[config.mk]
export PLATFORM = sky130hd
export DESIGN_NAME = trim_config_regs
export DESIGN_NICKNAME = d
export VERILOG_FILES = /design/src/rtl/trim_config_regs.v /design/src/rtl/unlock_seq.v
export VERILOG_INCLUDE_DIRS = /design/src /design/src/inc
export SDC_FILE = /design/constraint.sdc
export NUM_CORES = 1
export LEC_CHECK = 0
export BUFFER_PORTS_ARGS = -buffer_cell sky130_fd_sc_hd__buf_2
export CORE_ASPECT_RATIO = 1.2
export CORE_UTILIZATION = 49
export CTS_BUF_LIST = sky130_fd_sc_hd__clkbuf_4 sky130_fd_sc_hd__clkbuf_8 sky130_fd_sc_hd__clkbuf_16
export DETAILED_ROUTE_END_ITERATION = 12
export GPL_ROUTABILITY_DRIVEN = 0
export PLACE_DENSITY = 0.93
export SLEW_MARGIN = 0
export SYNTH_ARGS = -nofsm -noshare
export SYNTH_HDL_FRONTEND = slang
export SYNTH_SLANG_ARGS = --single-unit
[constraint.sdc]
create_clock -name CLK_SYS -period 2.3 [get_ports CLK_SYS]
set_input_delay 0.46 -clock CLK_SYS [delete_from_list [all_inputs] [get_ports CLK_SYS]]
set_output_delay 0.46 -clock CLK_SYS [all_outputs]
set_load 0.02 [all_outputs]
[src/inc/trim_map.vh]
// trim_map.vh: register indices, field positions and reset values of the trim bank
// assumes byte address = 4 * index, one register per aligned 32-bit word
`ifndef TRIM_MAP_VH
`define TRIM_MAP_VH

// ----------------------------------------
// register indices (haddr[9:2])
// ----------------------------------------
`define REF_TRIM_IDX 8'h36
`define CORE_TRIM_IDX 8'h37
`define PROTECT_IDX 8'h38
`define IO_TRIM_IDX 8'h3e
`define TRIM_FLAGS_IDX 8'h3f

// ----------------------------------------
// field positions
// ----------------------------------------
`define REF_UNLOCK_HI 7
`define REF_UNLOCK_LO 6
`define REF_PD_BIT 5
`define REF_VAL_HI 4
`define CORE_UNLOCK_HI 7
`define CORE_UNLOCK_LO 6
`define CORE_VAL_HI 5
`define IO_UNLOCK_HI 31
`define IO_UNLOCK_LO 30
`define IO_PD_BIT 23
`define IO_BYP_BIT 22
`define IO_VAL_HI 17
`define IO_VAL_LO 16
`define PROT_EN_BIT 31
`define PROT_OV_BIT 30
`define PROT_LR_BIT 29
`define PROT_UP_HI 14
`define PROT_UP_LO 8
`define PROT_LO_HI 6
`define PAGE_SHIFT 9

// ----------------------------------------
// unlock codes and reset values
// ----------------------------------------
`define UNLOCK_CLEAR 2'b00
`define UNLOCK_STEP1 2'b01
`define UNLOCK_STEP2 2'b10
`define UNLOCK_OPEN 2'b11
`define REF_TRIM_RST 5'h00
`define CORE_TRIM_RST 6'h00
`define IO_TRIM_RST 2'b00
`define CTRL_BIT_RST 1'b0

`endif

[src/rtl/trim_config_regs.v]
// trim_config_regs.v: trim and protection configuration bank, AHB-Lite slave
// assumes factory inputs are static on CLK_SYS while RESET is high
//
// Function
// - a trim register unlocks only after unlock writes 01, 10, 11; field reads 11
// - while locked, writes to writable fields other than unlock are ignored
// - once at 11, only writing 00 clears the unlock field and relocks
// - at 11, writing any other value has no effect; field keeps reading 11
// - reference trim loads from factory area if its flag set, else zero
// - core regulator trim loads from factory area if its flag set, else zero
// - io regulator trim bits 17:16 load from factory area if flagged, else zero
// - after reset software may overwrite loaded trims, subject to unlock
// - reference power-down bit 1 powers the reference down, 0 keeps it on
// - io regulator bit 23 set requests power-down, clear keeps it running
// - io regulator bit 22 set selects bypass, clear selects normal operation
// - protect enable reads 0 if factory location erased, 1 if matched
// - protect override reads 1 if factory location erased, 0 if matched
// - local read bit loads like enable; 1 permits local reads, 0 forbids
// - upper and lower seven-bit pages load; size is difference times 512 bytes, zero if lower is above upper
`include "trim_map.vh"

module trim_config_regs
(
  input wire CLK_SYS,
  input wire RESET,
  input wire HSEL,
  input wire [31:0] HADDR,
  input wire [1:0] HTRANS,
  input wire HWRITE,
  input wire [2:0] HSIZE,
  input wire [31:0] HWDATA,
  input wire HREADY,
  output reg HREADYOUT,
  output reg HRESP,
  output reg [31:0] HRDATA,
  input wire FIA_REF_TRIM_ENABLE_FLAG,
  input wire [4:0] FIA_REF_TRIM_VALUE,
  input wire FIA_CORE_REG_TRIM_ENABLE_FLAG,
  input wire [5:0] FIA_CORE_REG_TRIM_VALUE,
  input wire FIA_IO_REG_TRIM_ENABLE_FLAG,
  input wire [1:0] FIA_IO_REG_TRIM_VALUE,
  input wire FIA_PROTECT_ENABLE_MATCH,
  input wire FIA_PROTECT_OVERRIDE_MATCH,
  input wire FIA_PROTECT_LOCAL_READ_MATCH,
  input wire [6:0] FIA_PROTECT_UPPER_PAGE,
  input wire [6:0] FIA_PROTECT_LOWER_PAGE,
  output reg REF_POWER_DOWN,
  output reg [4:0] REF_TRIM_VALUE,
  output reg [5:0] CORE_REG_TRIM_VALUE,
  output reg [1:0] IO_REG_TRIM_VALUE,
  output reg IO_REG_POWER_DOWN,
  output reg IO_REG_BYPASS,
  output reg PROTECT_ENABLE_STATUS,
  output reg PROTECT_OVERRIDE_STATUS,
  output reg PROTECT_LOCAL_READ_STATUS,
  output reg [6:0] PROTECT_UPPER_PAGE,
  output reg [6:0] PROTECT_LOWER_PAGE,
  output reg [15:0] PROTECT_SIZE_BYTES
);

  // ----------------------------------------
  // bus decode
  // ----------------------------------------
  reg wr_pend_reg;
  reg rd_pend_reg;
  reg [7:0] idx_reg;
  reg ref_flag_reg;
  reg core_flag_reg;
  reg io_flag_reg;
  wire [7:0] haddr_idx;
  wire take;
  wire wr_ref;
  wire wr_core;
  wire wr_io;
  wire [2:0] unlock_wr;
  wire [5:0] unlock_wval;
  wire [5:0] unlock_field;
  wire [2:0] unlocked;
  reg [31:0] rd_word;

  // only single whole-word transfers are used, so hsize is not decoded
  assign haddr_idx = HADDR[9:2];
  assign take = HSEL & HTRANS[1] & HREADY;

  function hit;
    input [7:0] idx;
    input [7:0] want;
    begin
      hit = (idx == want);
    end
  endfunction

  assign wr_ref = wr_pend_reg & hit(idx_reg, `REF_TRIM_IDX);
  assign wr_core = wr_pend_reg & hit(idx_reg, `CORE_TRIM_IDX);
  assign wr_io = wr_pend_reg & hit(idx_reg, `IO_TRIM_IDX);

  // ----------------------------------------
  // address and data phase tracking
  // ----------------------------------------
  // reads take one wait state so that a read right after a write sees the new value
  always @(posedge CLK_SYS)
  begin
    if (RESET)
    begin
      wr_pend_reg <= 1'b0;
      rd_pend_reg <= 1'b0;
      idx_reg <= 8'h00;
      HREADYOUT <= 1'b1;
      HRESP <= 1'b0;
      HRDATA <= 32'h0000_0000;
    end
    else
    begin
      HRESP <= 1'b0;
      if (rd_pend_reg)
      begin
        rd_pend_reg <= 1'b0;
        HREADYOUT <= 1'b1;
        HRDATA <= rd_word;
      end
      else
      begin
        wr_pend_reg <= take & HWRITE;
        rd_pend_reg <= take & ~HWRITE;
        HREADYOUT <= ~(take & ~HWRITE);
        if (take)
        begin
          idx_reg <= haddr_idx;
        end
      end
    end
  end

  // ----------------------------------------
  // unlock sequencers
  // ----------------------------------------
  assign unlock_wr = {wr_io, wr_core, wr_ref};
  assign unlock_wval = {HWDATA[`IO_UNLOCK_HI:`IO_UNLOCK_LO],
    HWDATA[`CORE_UNLOCK_HI:`CORE_UNLOCK_LO],
    HWDATA[`REF_UNLOCK_HI:`REF_UNLOCK_LO]};

  genvar g;
  generate
    for (g = 0; g < 3; g = g + 1)
    begin : seq
      unlock_seq u_seq
      (
        .clk(CLK_SYS),
        .rst(RESET),
        .wr_en(unlock_wr[g]),
        .wr_val(unlock_wval[2*g+1:2*g]),
        .field(unlock_field[2*g+1:2*g]),
        .unlocked(unlocked[g])
      );
    end
  endgenerate

  // ----------------------------------------
  // trim fields
  // ----------------------------------------
  // factory values are taken while RESET is held; reset is synchronous,
  // so the load is an ordinary clocked capture
  always @(posedge CLK_SYS)
  begin
    if (RESET)
    begin
      REF_TRIM_VALUE <= FIA_REF_TRIM_ENABLE_FLAG ? FIA_REF_TRIM_VALUE : `REF_TRIM_RST;
      CORE_REG_TRIM_VALUE <= FIA_CORE_REG_TRIM_ENABLE_FLAG ?
        FIA_CORE_REG_TRIM_VALUE : `CORE_TRIM_RST;
      IO_REG_TRIM_VALUE <= FIA_IO_REG_TRIM_ENABLE_FLAG ?
        FIA_IO_REG_TRIM_VALUE : `IO_TRIM_RST;
      REF_POWER_DOWN <= `CTRL_BIT_RST;
      IO_REG_POWER_DOWN <= `CTRL_BIT_RST;
      IO_REG_BYPASS <= `CTRL_BIT_RST;
      ref_flag_reg <= FIA_REF_TRIM_ENABLE_FLAG;
      core_flag_reg <= FIA_CORE_REG_TRIM_ENABLE_FLAG;
      io_flag_reg <= FIA_IO_REG_TRIM_ENABLE_FLAG;
    end
    else
    begin
      // the unlock state before this write decides; a locked write leaves fields alone
      if (wr_ref & unlocked[0])
      begin
        REF_TRIM_VALUE <= HWDATA[`REF_VAL_HI:0];
        REF_POWER_DOWN <= HWDATA[`REF_PD_BIT];
      end
      if (wr_core & unlocked[1])
      begin
        CORE_REG_TRIM_VALUE <= HWDATA[`CORE_VAL_HI:0];
      end
      if (wr_io & unlocked[2])
      begin
        IO_REG_TRIM_VALUE <= HWDATA[`IO_VAL_HI:`IO_VAL_LO];
        IO_REG_POWER_DOWN <= HWDATA[`IO_PD_BIT];
        IO_REG_BYPASS <= HWDATA[`IO_BYP_BIT];
      end
    end
  end

  // ----------------------------------------
  // protection status
  // ----------------------------------------
  // a lower page above the upper one gives size zero rather than a wrapped value
  always @(posedge CLK_SYS)
  begin
    if (RESET)
    begin
      PROTECT_ENABLE_STATUS <= FIA_PROTECT_ENABLE_MATCH;
      PROTECT_OVERRIDE_STATUS <= ~FIA_PROTECT_OVERRIDE_MATCH;
      PROTECT_LOCAL_READ_STATUS <= FIA_PROTECT_LOCAL_READ_MATCH;
      PROTECT_UPPER_PAGE <= FIA_PROTECT_UPPER_PAGE;
      PROTECT_LOWER_PAGE <= FIA_PROTECT_LOWER_PAGE;
      if (FIA_PROTECT_UPPER_PAGE > FIA_PROTECT_LOWER_PAGE)
      begin
        PROTECT_SIZE_BYTES <= {FIA_PROTECT_UPPER_PAGE - FIA_PROTECT_LOWER_PAGE, 9'h000};
      end
      else
      begin
        PROTECT_SIZE_BYTES <= 16'h0000;
      end
    end
  end

  // ----------------------------------------
  // read mux
  // ----------------------------------------
  // unmapped indices read zero; writes there are dropped with an okay response
  always @*
  begin
    rd_word = 32'h0000_0000;
    case (idx_reg)
      `REF_TRIM_IDX:
      begin
        rd_word[`REF_UNLOCK_HI:`REF_UNLOCK_LO] = unlock_field[1:0];
        rd_word[`REF_PD_BIT] = REF_POWER_DOWN;
        rd_word[`REF_VAL_HI:0] = REF_TRIM_VALUE;
      end
      `CORE_TRIM_IDX:
      begin
        rd_word[`CORE_UNLOCK_HI:`CORE_UNLOCK_LO] = unlock_field[3:2];
        rd_word[`CORE_VAL_HI:0] = CORE_REG_TRIM_VALUE;
      end
      `IO_TRIM_IDX:
      begin
        rd_word[`IO_UNLOCK_HI:`IO_UNLOCK_LO] = unlock_field[5:4];
        rd_word[`IO_PD_BIT] = IO_REG_POWER_DOWN;
        rd_word[`IO_BYP_BIT] = IO_REG_BYPASS;
        rd_word[`IO_VAL_HI:`IO_VAL_LO] = IO_REG_TRIM_VALUE;
      end
      `PROTECT_IDX:
      begin
        rd_word[`PROT_EN_BIT] = PROTECT_ENABLE_STATUS;
        rd_word[`PROT_OV_BIT] = PROTECT_OVERRIDE_STATUS;
        rd_word[`PROT_LR_BIT] = PROTECT_LOCAL_READ_STATUS;
        rd_word[`PROT_UP_HI:`PROT_UP_LO] = PROTECT_UPPER_PAGE;
        rd_word[`PROT_LO_HI:0] = PROTECT_LOWER_PAGE;
      end
      `TRIM_FLAGS_IDX:
      begin
        rd_word[2:0] = {io_flag_reg, core_flag_reg, ref_flag_reg};
      end
      default:
      begin
        rd_word = 32'h0000_0000;
      end
    endcase
  end

endmodule // trim_config_regs

[src/rtl/unlock_seq.v]
// unlock_seq.v: two-bit write-unlock sequencer guarding one trim register
// assumes wr_en is a one-cycle pulse from the bus slave on the same clock
`include "trim_map.vh"

module unlock_seq
(
  input wire clk,
  input wire rst,
  input wire wr_en,
  input wire [1:0] wr_val,
  output reg [1:0] field,
  output wire unlocked
);

  // ----------------------------------------
  // states
  // ----------------------------------------
  localparam S_IDLE = 4'b0001;
  localparam S_ONE = 4'b0010;
  localparam S_TWO = 4'b0100;
  localparam S_OPEN = 4'b1000;

  reg [3:0] state_reg;
  reg [3:0] state_next;

  assign unlocked = state_reg[3];

  always @*
  begin
    state_next = state_reg;
    if (wr_en)
    begin
      case (state_reg)
        S_IDLE: state_next = (wr_val == `UNLOCK_STEP1) ? S_ONE : S_IDLE;
        S_ONE: state_next = (wr_val == `UNLOCK_STEP2) ? S_TWO :
          ((wr_val == `UNLOCK_STEP1) ? S_ONE : S_IDLE);
        S_TWO: state_next = (wr_val == `UNLOCK_OPEN) ? S_OPEN :
          ((wr_val == `UNLOCK_STEP1) ? S_ONE : S_IDLE);
        S_OPEN: state_next = (wr_val == `UNLOCK_CLEAR) ? S_IDLE : S_OPEN;
        default: state_next = S_IDLE;
      endcase
    end
  end

  // the field reads back the step of the current state, so a wrong write before 11 drops it to 01 or 00
  always @(posedge clk)
  begin
    if (rst)
    begin
      state_reg <= S_IDLE;
      field <= `UNLOCK_CLEAR;
    end
    else
    begin
      state_reg <= state_next;
      case (state_next)
        S_ONE: field <= `UNLOCK_STEP1;
        S_TWO: field <= `UNLOCK_STEP2;
        S_OPEN: field <= `UNLOCK_OPEN;
        default: field <= `UNLOCK_CLEAR;
      endcase
    end
  end

endmodule // unlock_seq

== Word level (Yosys, flattened, before mapping) ==
Index checks and enable logic that the tools add are counted.

* Register bits after elaboration: 103
* Bits in latches: 0
* RAM bits: 0
* Bits in read-only memories: 0
* Bits of input ports: 107
* Output and inout port bits: 83
* Word-level logic and storage cells: 116
* Memories kept: 0

* $add $sub $neg: 1
* Multipliers: 0
* Div/mod/pow operators: 0
* Order comparisons: 1
* Eq/ne operators: 32
* Shift operators: 0
* Multiplexer cells: 34
* Bitwise operators: 14
* Reductions and logical operators: 7

{| class="wikitable"
|+ Operators with widths
! cell !! number
|-
| $pmux 4 s4 || 3
|-
| $eq 8x6->1 const B || 5
|-
| $mux 4 || 9
|-
| $eq 4x2->1 const B || 6
|-
| $eq 4x3->1 const B || 6
|-
| $eq 4x4->1 const B || 6
|-
| $mux 6 || 3
|-
| $pmux 2 s3 || 3
|-
| $mux 5 || 3
|-
| $mux 2 || 7
|-
| $eq 4x1->1 const B || 3
|-
| $pmux 3 s4 || 1
|-
| $pmux 4 s3 || 1
|-
| $and 1x1->1 || 10
|-
| $eq 2x2->1 const B || 4
|-
| $gt 7x7->1 || 1
|-
| $mux 7 || 1
|-
| $sub 7x7->7 || 1
|-
| $reduce_bool 2->1 || 3
|-
| $eq 2x1->1 const B || 2
|-
| $logic_not 2->1 || 2
|-
| $not 1->1 || 4
|-
| $pmux 2 s2 || 1
|-
| $pmux 1 s2 || 1
|-
| 3 further kinds || 3
|}

== Logic depth before layout (Yosys ltp) ==
* Depth in word-level cells: 7
* Depth in mapped cells: 8
* Depth with buffers taken out: 8

== Hierarchy ==
A second synthesis with hierarchy kept.

* Cells, all modules: 501
* Area total of the unflattened synthesis: 4912.2 um^2

{| class="wikitable"
|+ Modules (own cells, without submodules)
! module !! instances !! cells each !! area an instance (um^2) !! sequential area each (um^2)
|-
| trim_config_regs || 1 || 354 || 3553.4 || 1921.8
|-
| unlock_seq || 3 || 49 || 452.9 || 120.1
|}

== Worst setup path before layout ==
OpenSTA, ideal clock, no wires.

* Kind: in2reg
* Start point: in FIA_PROTECT_UPPER_PAGE[0]
* End point: reg PROTECT_SIZE_BYTES[15] (data pin)
* Library setup time: 0.271 ns
* Arrival: 1.696 ns
* Data required time: 2.029 ns
* Setup slack: 0.332 ns
* Stages: 8
* Path buffers: 0
* Cell sequence: inv_1 ha_1 fa_1 nor2b_1 o21a_1 o21ai_0 a211oi_1 nor3_1

* Longest elaborated chain between the ends: 1
* Elaborated cells on any way between the ends: 2
* Those cells by class: add/sub (1); order compare (1)

{| class="wikitable"
|+ RTL lines
! element !! RTL line !! source
|-
| start: declaration || trim_config_regs.v:45 || <nowiki>input wire [6:0] FIA_PROTECT_UPPER_PAGE,</nowiki>
|-
| $sub 7x7->7 or $gt 7x7->1 (tied branches) || trim_config_regs.v:215, trim_config_regs.v:213 ||
|-
| end signal: assignment || trim_config_regs.v:215 || <nowiki>PROTECT_SIZE_BYTES <= {FIA_PROTECT_UPPER_PAGE - FIA_PROTECT_LOWER_PAGE, 9'h000};</nowiki>
|-
| end: declaration || trim_config_regs.v:58 || <nowiki>output reg [15:0] PROTECT_SIZE_BYTES</nowiki>
|}

Several ways; a longest one is shown, not always the timed one.
A chain may end at the register's enable or synchronous reset.

== Worst setup path after layout ==
* Start point: reg idx_reg[1]
* End point: reg seq[1].u_seq.field[1]

* Longest elaborated chain between the ends: 5
* Elaborated cells on any way between the ends: 7
* Those cells by class: eq/ne (4); mux (2); bitwise (1)

{| class="wikitable"
|+ RTL lines
! element !! RTL line !! source
|-
| start: declaration || trim_config_regs.v:66 || <nowiki>reg [7:0] idx_reg;</nowiki>
|-
| start signal: assignment || trim_config_regs.v:128 || <nowiki>idx_reg <= haddr_idx;</nowiki>
|-
| $eq 8x6->1 * || trim_config_regs.v:89 || <nowiki>hit = (idx == want);</nowiki>
|-
| $and 1x1->1 * || trim_config_regs.v:94 || <nowiki>assign wr_core = wr_pend_reg & hit(idx_reg, `CORE_TRIM_IDX);</nowiki>
|-
| $mux 4 * || unlock_seq.v:31 || <nowiki>if (wr_en)</nowiki>
|-
| $eq 4x4->1 (tied with other cells) || unlock_seq.v:56 || <nowiki>case (state_next)</nowiki>
|-
| $pmux 2 s3 * || unlock_seq.v:56 ||
|-
| end signal: assignment || unlock_seq.v:57 || <nowiki>S_ONE: field <= `UNLOCK_STEP1;</nowiki>
|-
| end signal: assignment || unlock_seq.v:58 || <nowiki>S_TWO: field <= `UNLOCK_STEP2;</nowiki>
|-
| end signal: assignment || unlock_seq.v:59 || <nowiki>S_OPEN: field <= `UNLOCK_OPEN;</nowiki>
|-
| end: declaration || unlock_seq.v:11 || <nowiki>output reg [1:0] field,</nowiki>
|}

Every way passes the cells marked *; elsewhere a longest branch is shown, timed or not.

==> impl_results.md <==
* DRT antenna net count at 0
* Status: completed
* IR drop worst, VDD at 515 uV
* Num CTS Buffers at 9
* CTS sink cnt at 94
* Worst Path Buf+Inv at 0
* Core Footprint at between 9000 and 10000 sq um
* Worst hold path class: input port to register
* Initial core utilization at about half
* Register area share after synthesis at 47.6%
* Syn_area_per_cell at around 10 sq um
* Avg WL per Cell at between 15 and 20 um
* LEAKAGE at 2.49 nW
* Final count of hold timing violations at 0
* Critical Path Start Type: register
* Crit path kind: register to register
* Root buffer cell: clkbuf_16
* Crit path arrival time at approximately 2300 ps
* TNS Setup at 0 ps
* Cell Area, Placed at 5430 sq um
* Total gr overflow at 0
* Fin Hold WS at 296 ps
* Setup bufs post-CTS at 0
* Vias per Instance at 5.66
* Initial DRC count at 441
* CTS tree: yes
* Post-synth cell types at 67
* Die height at 110 um
* Ys async rst share at 0%
* Initial antenna violation count at 0
* Final wirelength at between 10 and 15 mm
* CP delay by family, top: simple AND/OR/NAND/NOR gates
* Cell Area, Synth at 4800 sq um
* Skew-Pair Late Insertion Delay at approximately 340 ps
* Max-cap violation count at 0
* Slowest stage cell on the critical path: dfxtp_1
* Gate Count Post-Synth at 492
* Chip Width at between 90 and 100 um
* Pwr/cell area at between 600 and 700 nW/um^2
* Layout cell share with drive strength beyond 1 at a little over a quarter
* IO Count at 190
* First-pass GRT wire length at 18.9 mm
* Synth Register Bits at 94
* Synth Flop Type: dfxtp_1
* Post-route insts no fill at roughly 730
* Critical path endpoint category: register
* Total power at about 3.8 mW
* Vias in the first global route at between 4000 and 5000
* DRC Markers at 0
* Crit path largest cell delay at 540 ps
* Largest register FFs at 22
* Placed cells at ~700
* Number of synthesized flops with an enable pin at 40
* RSZ-0062 raised after global routing: no
* Final setup viols at 0
* CTS resizes at 0
* Max Freq at 0.485 GHz
* PortBufs at around 120
* Row count at 39
* Worst slew margin at 66.1%
* Critical-path cell list: and3_1, and4_1, mux2i_1, xor2_1, nor3b_1
* Crit path required time at roughly 2600 ps
* Die area at approximately 10000 sq um
* Deepest clock path buffer count at 2
* Via count at 4148
* Reg clk slew, reported paths at 60 ps
* Final Cycle Share at 89.6%
* Post-CTS Hold Buffers at 0
* Min cycle time layout at roughly 2000 ps
* Pin slew with the least headroom to its limit at 507 ps
* Area growth syn-to-layout at 19.1%
* Final net count at 730
* # diodes at 0
* Initial DRT Pass Iterations at 6
* DP HPWL at roughly 9.0 mm
* Yosys synthesis warning count at 0
* Post-route cell area at roughly 5700 sq um
* Clk_skew at 8.69 ps
* Largest net degree at the start of global routing at 24
* H-tree levels at 3
* CP max FO at 9
* GRT Total Usage at 23.5%
* Final Max Slew Viols at 0
cells in the final DEF, fill, tap and decap left out, types with 8 or more instances in the layout:
| cell | synthesis | routed |
|---|---|---|
| nor3_1 | 10 | 10 |
| nand2b_1 | 10 | 10 |
| conb_1 | 1 | 20 |
| buf_4 | 21 | 8 |
| clkbuf_16 | 0 | 9 |
| nand2_1 | 51 | 51 |
| dfxtp_1 | 54 | 54 |
| nor2_1 | 41 | 41 |
| buf_2 | 12 | 123 |
| o21ai_0 | 17 | 17 |
| edfxtp_1 | 40 | 40 |
| a21oi_1 | 32 | 32 |
| nor2b_1 | 22 | 22 |
| nand3_1 | 15 | 15 |
| inv_1 | 21 | 21 |
| ha_1 | 17 | 17 |
path summary, 6_finish.rpt:
check	start	to	slack, ps	cells after the start
setup reg to reg	idx_reg[1]$_SDFFE_PP0P_	seq[1].u_seq.field[1]$_SDFF_PP0_	240	5
hold / removal	FIA_PROTECT_ENABLE_MATCH	PROTECT_ENABLE_STATUS$_DFFE_PP_	300	1
hold reg to reg	HRDATA[4]$_SDFFE_PP0P_	HRDATA[4]$_SDFFE_PP0P_	450	2
setup / recovery	idx_reg[1]$_SDFFE_PP0P_	seq[1].u_seq.field[1]$_SDFF_PP0_	240	5
metrics by stage:
stage / util [%] / worst slack [ps]
4_1_cts: 60.1 / 283
2_1_floorplan: - / 332
3_3_place_gp: 57.0 / 100
3_5_place_dp: 57.0 / 24.1
5_1_grt: 60.1 / 178
6_report: 60.1 / 240
cell usage after synthesis, types with 5 or more instances:
cell type  count  area share, %
clkbuf_1      15            1.2
and4b_1        6            1.3
nand2b_1      10            1.3
nand2_1       51            4.0
o21ai_0       17            1.8
ha_1          17            4.4
nand3_1       15            1.6
a22oi_1        5           0.78
a21oi_1       32            3.3
buf_2         12            1.3
and3_1         6           0.78
a22o_1         5           0.91
nor2b_1       22            2.9
nor4bb_1       5            1.0
buf_4         21            3.3
nor3_1        10            1.0
nor2_1        41            3.2
dfxtp_1       54             23
inv_1         21            1.6
mux2i_1        5            1.0
edfxtp_1      40             25
worst register-to-register path: cells and delay by family (launching register included):
| family | cells | cell delay [ps] |
|---|---|---|
| DFF | 1 | 540 |
| xor gates and xnor gates | 1 | 140 |
| and+or+nand+nor | 3 | 920 |
| muxes | 1 | 370 |
layout make-up:
class | instances | area (sq um)
multi-input combinational | 347 | 2230
sequential | 94 | 2280
timing repair buffer | 131 | 676
inverter | 22 | 82.6
fill | 766 | 3800
clock buffer | 9 | 225
tap | 123 | 154
clock inverter | 7 | 63.8
metal layers:
metal	track usage [%]	vias to the layer above	part of all wire, %
li1	-	1937	-
met1	25.2	1986	38
met2	42.1	188	53
met3	5.79	37	6.6
met4	11.6	0	2.6
met5	0	-	0
kinds of logic after synthesis:
group,share of synthesized area (%)
compound gates,12.3
xor+xnor,1.46
fa+ha+maj,4.85
buf+inv,7.43
flops,47.6
mux,1.83
other cells,0.0782
simple gates,24.5
power breakdown:
group,switching (mW),internal [mW],leakage [nW]
Sequential,0.0398,1.82,0.827
Clock,0.613,0.834,0.141
Combinational,0.291,0.158,1.52
Total,0.943,2.81,2.49
(Power assumes the default switching activity.)
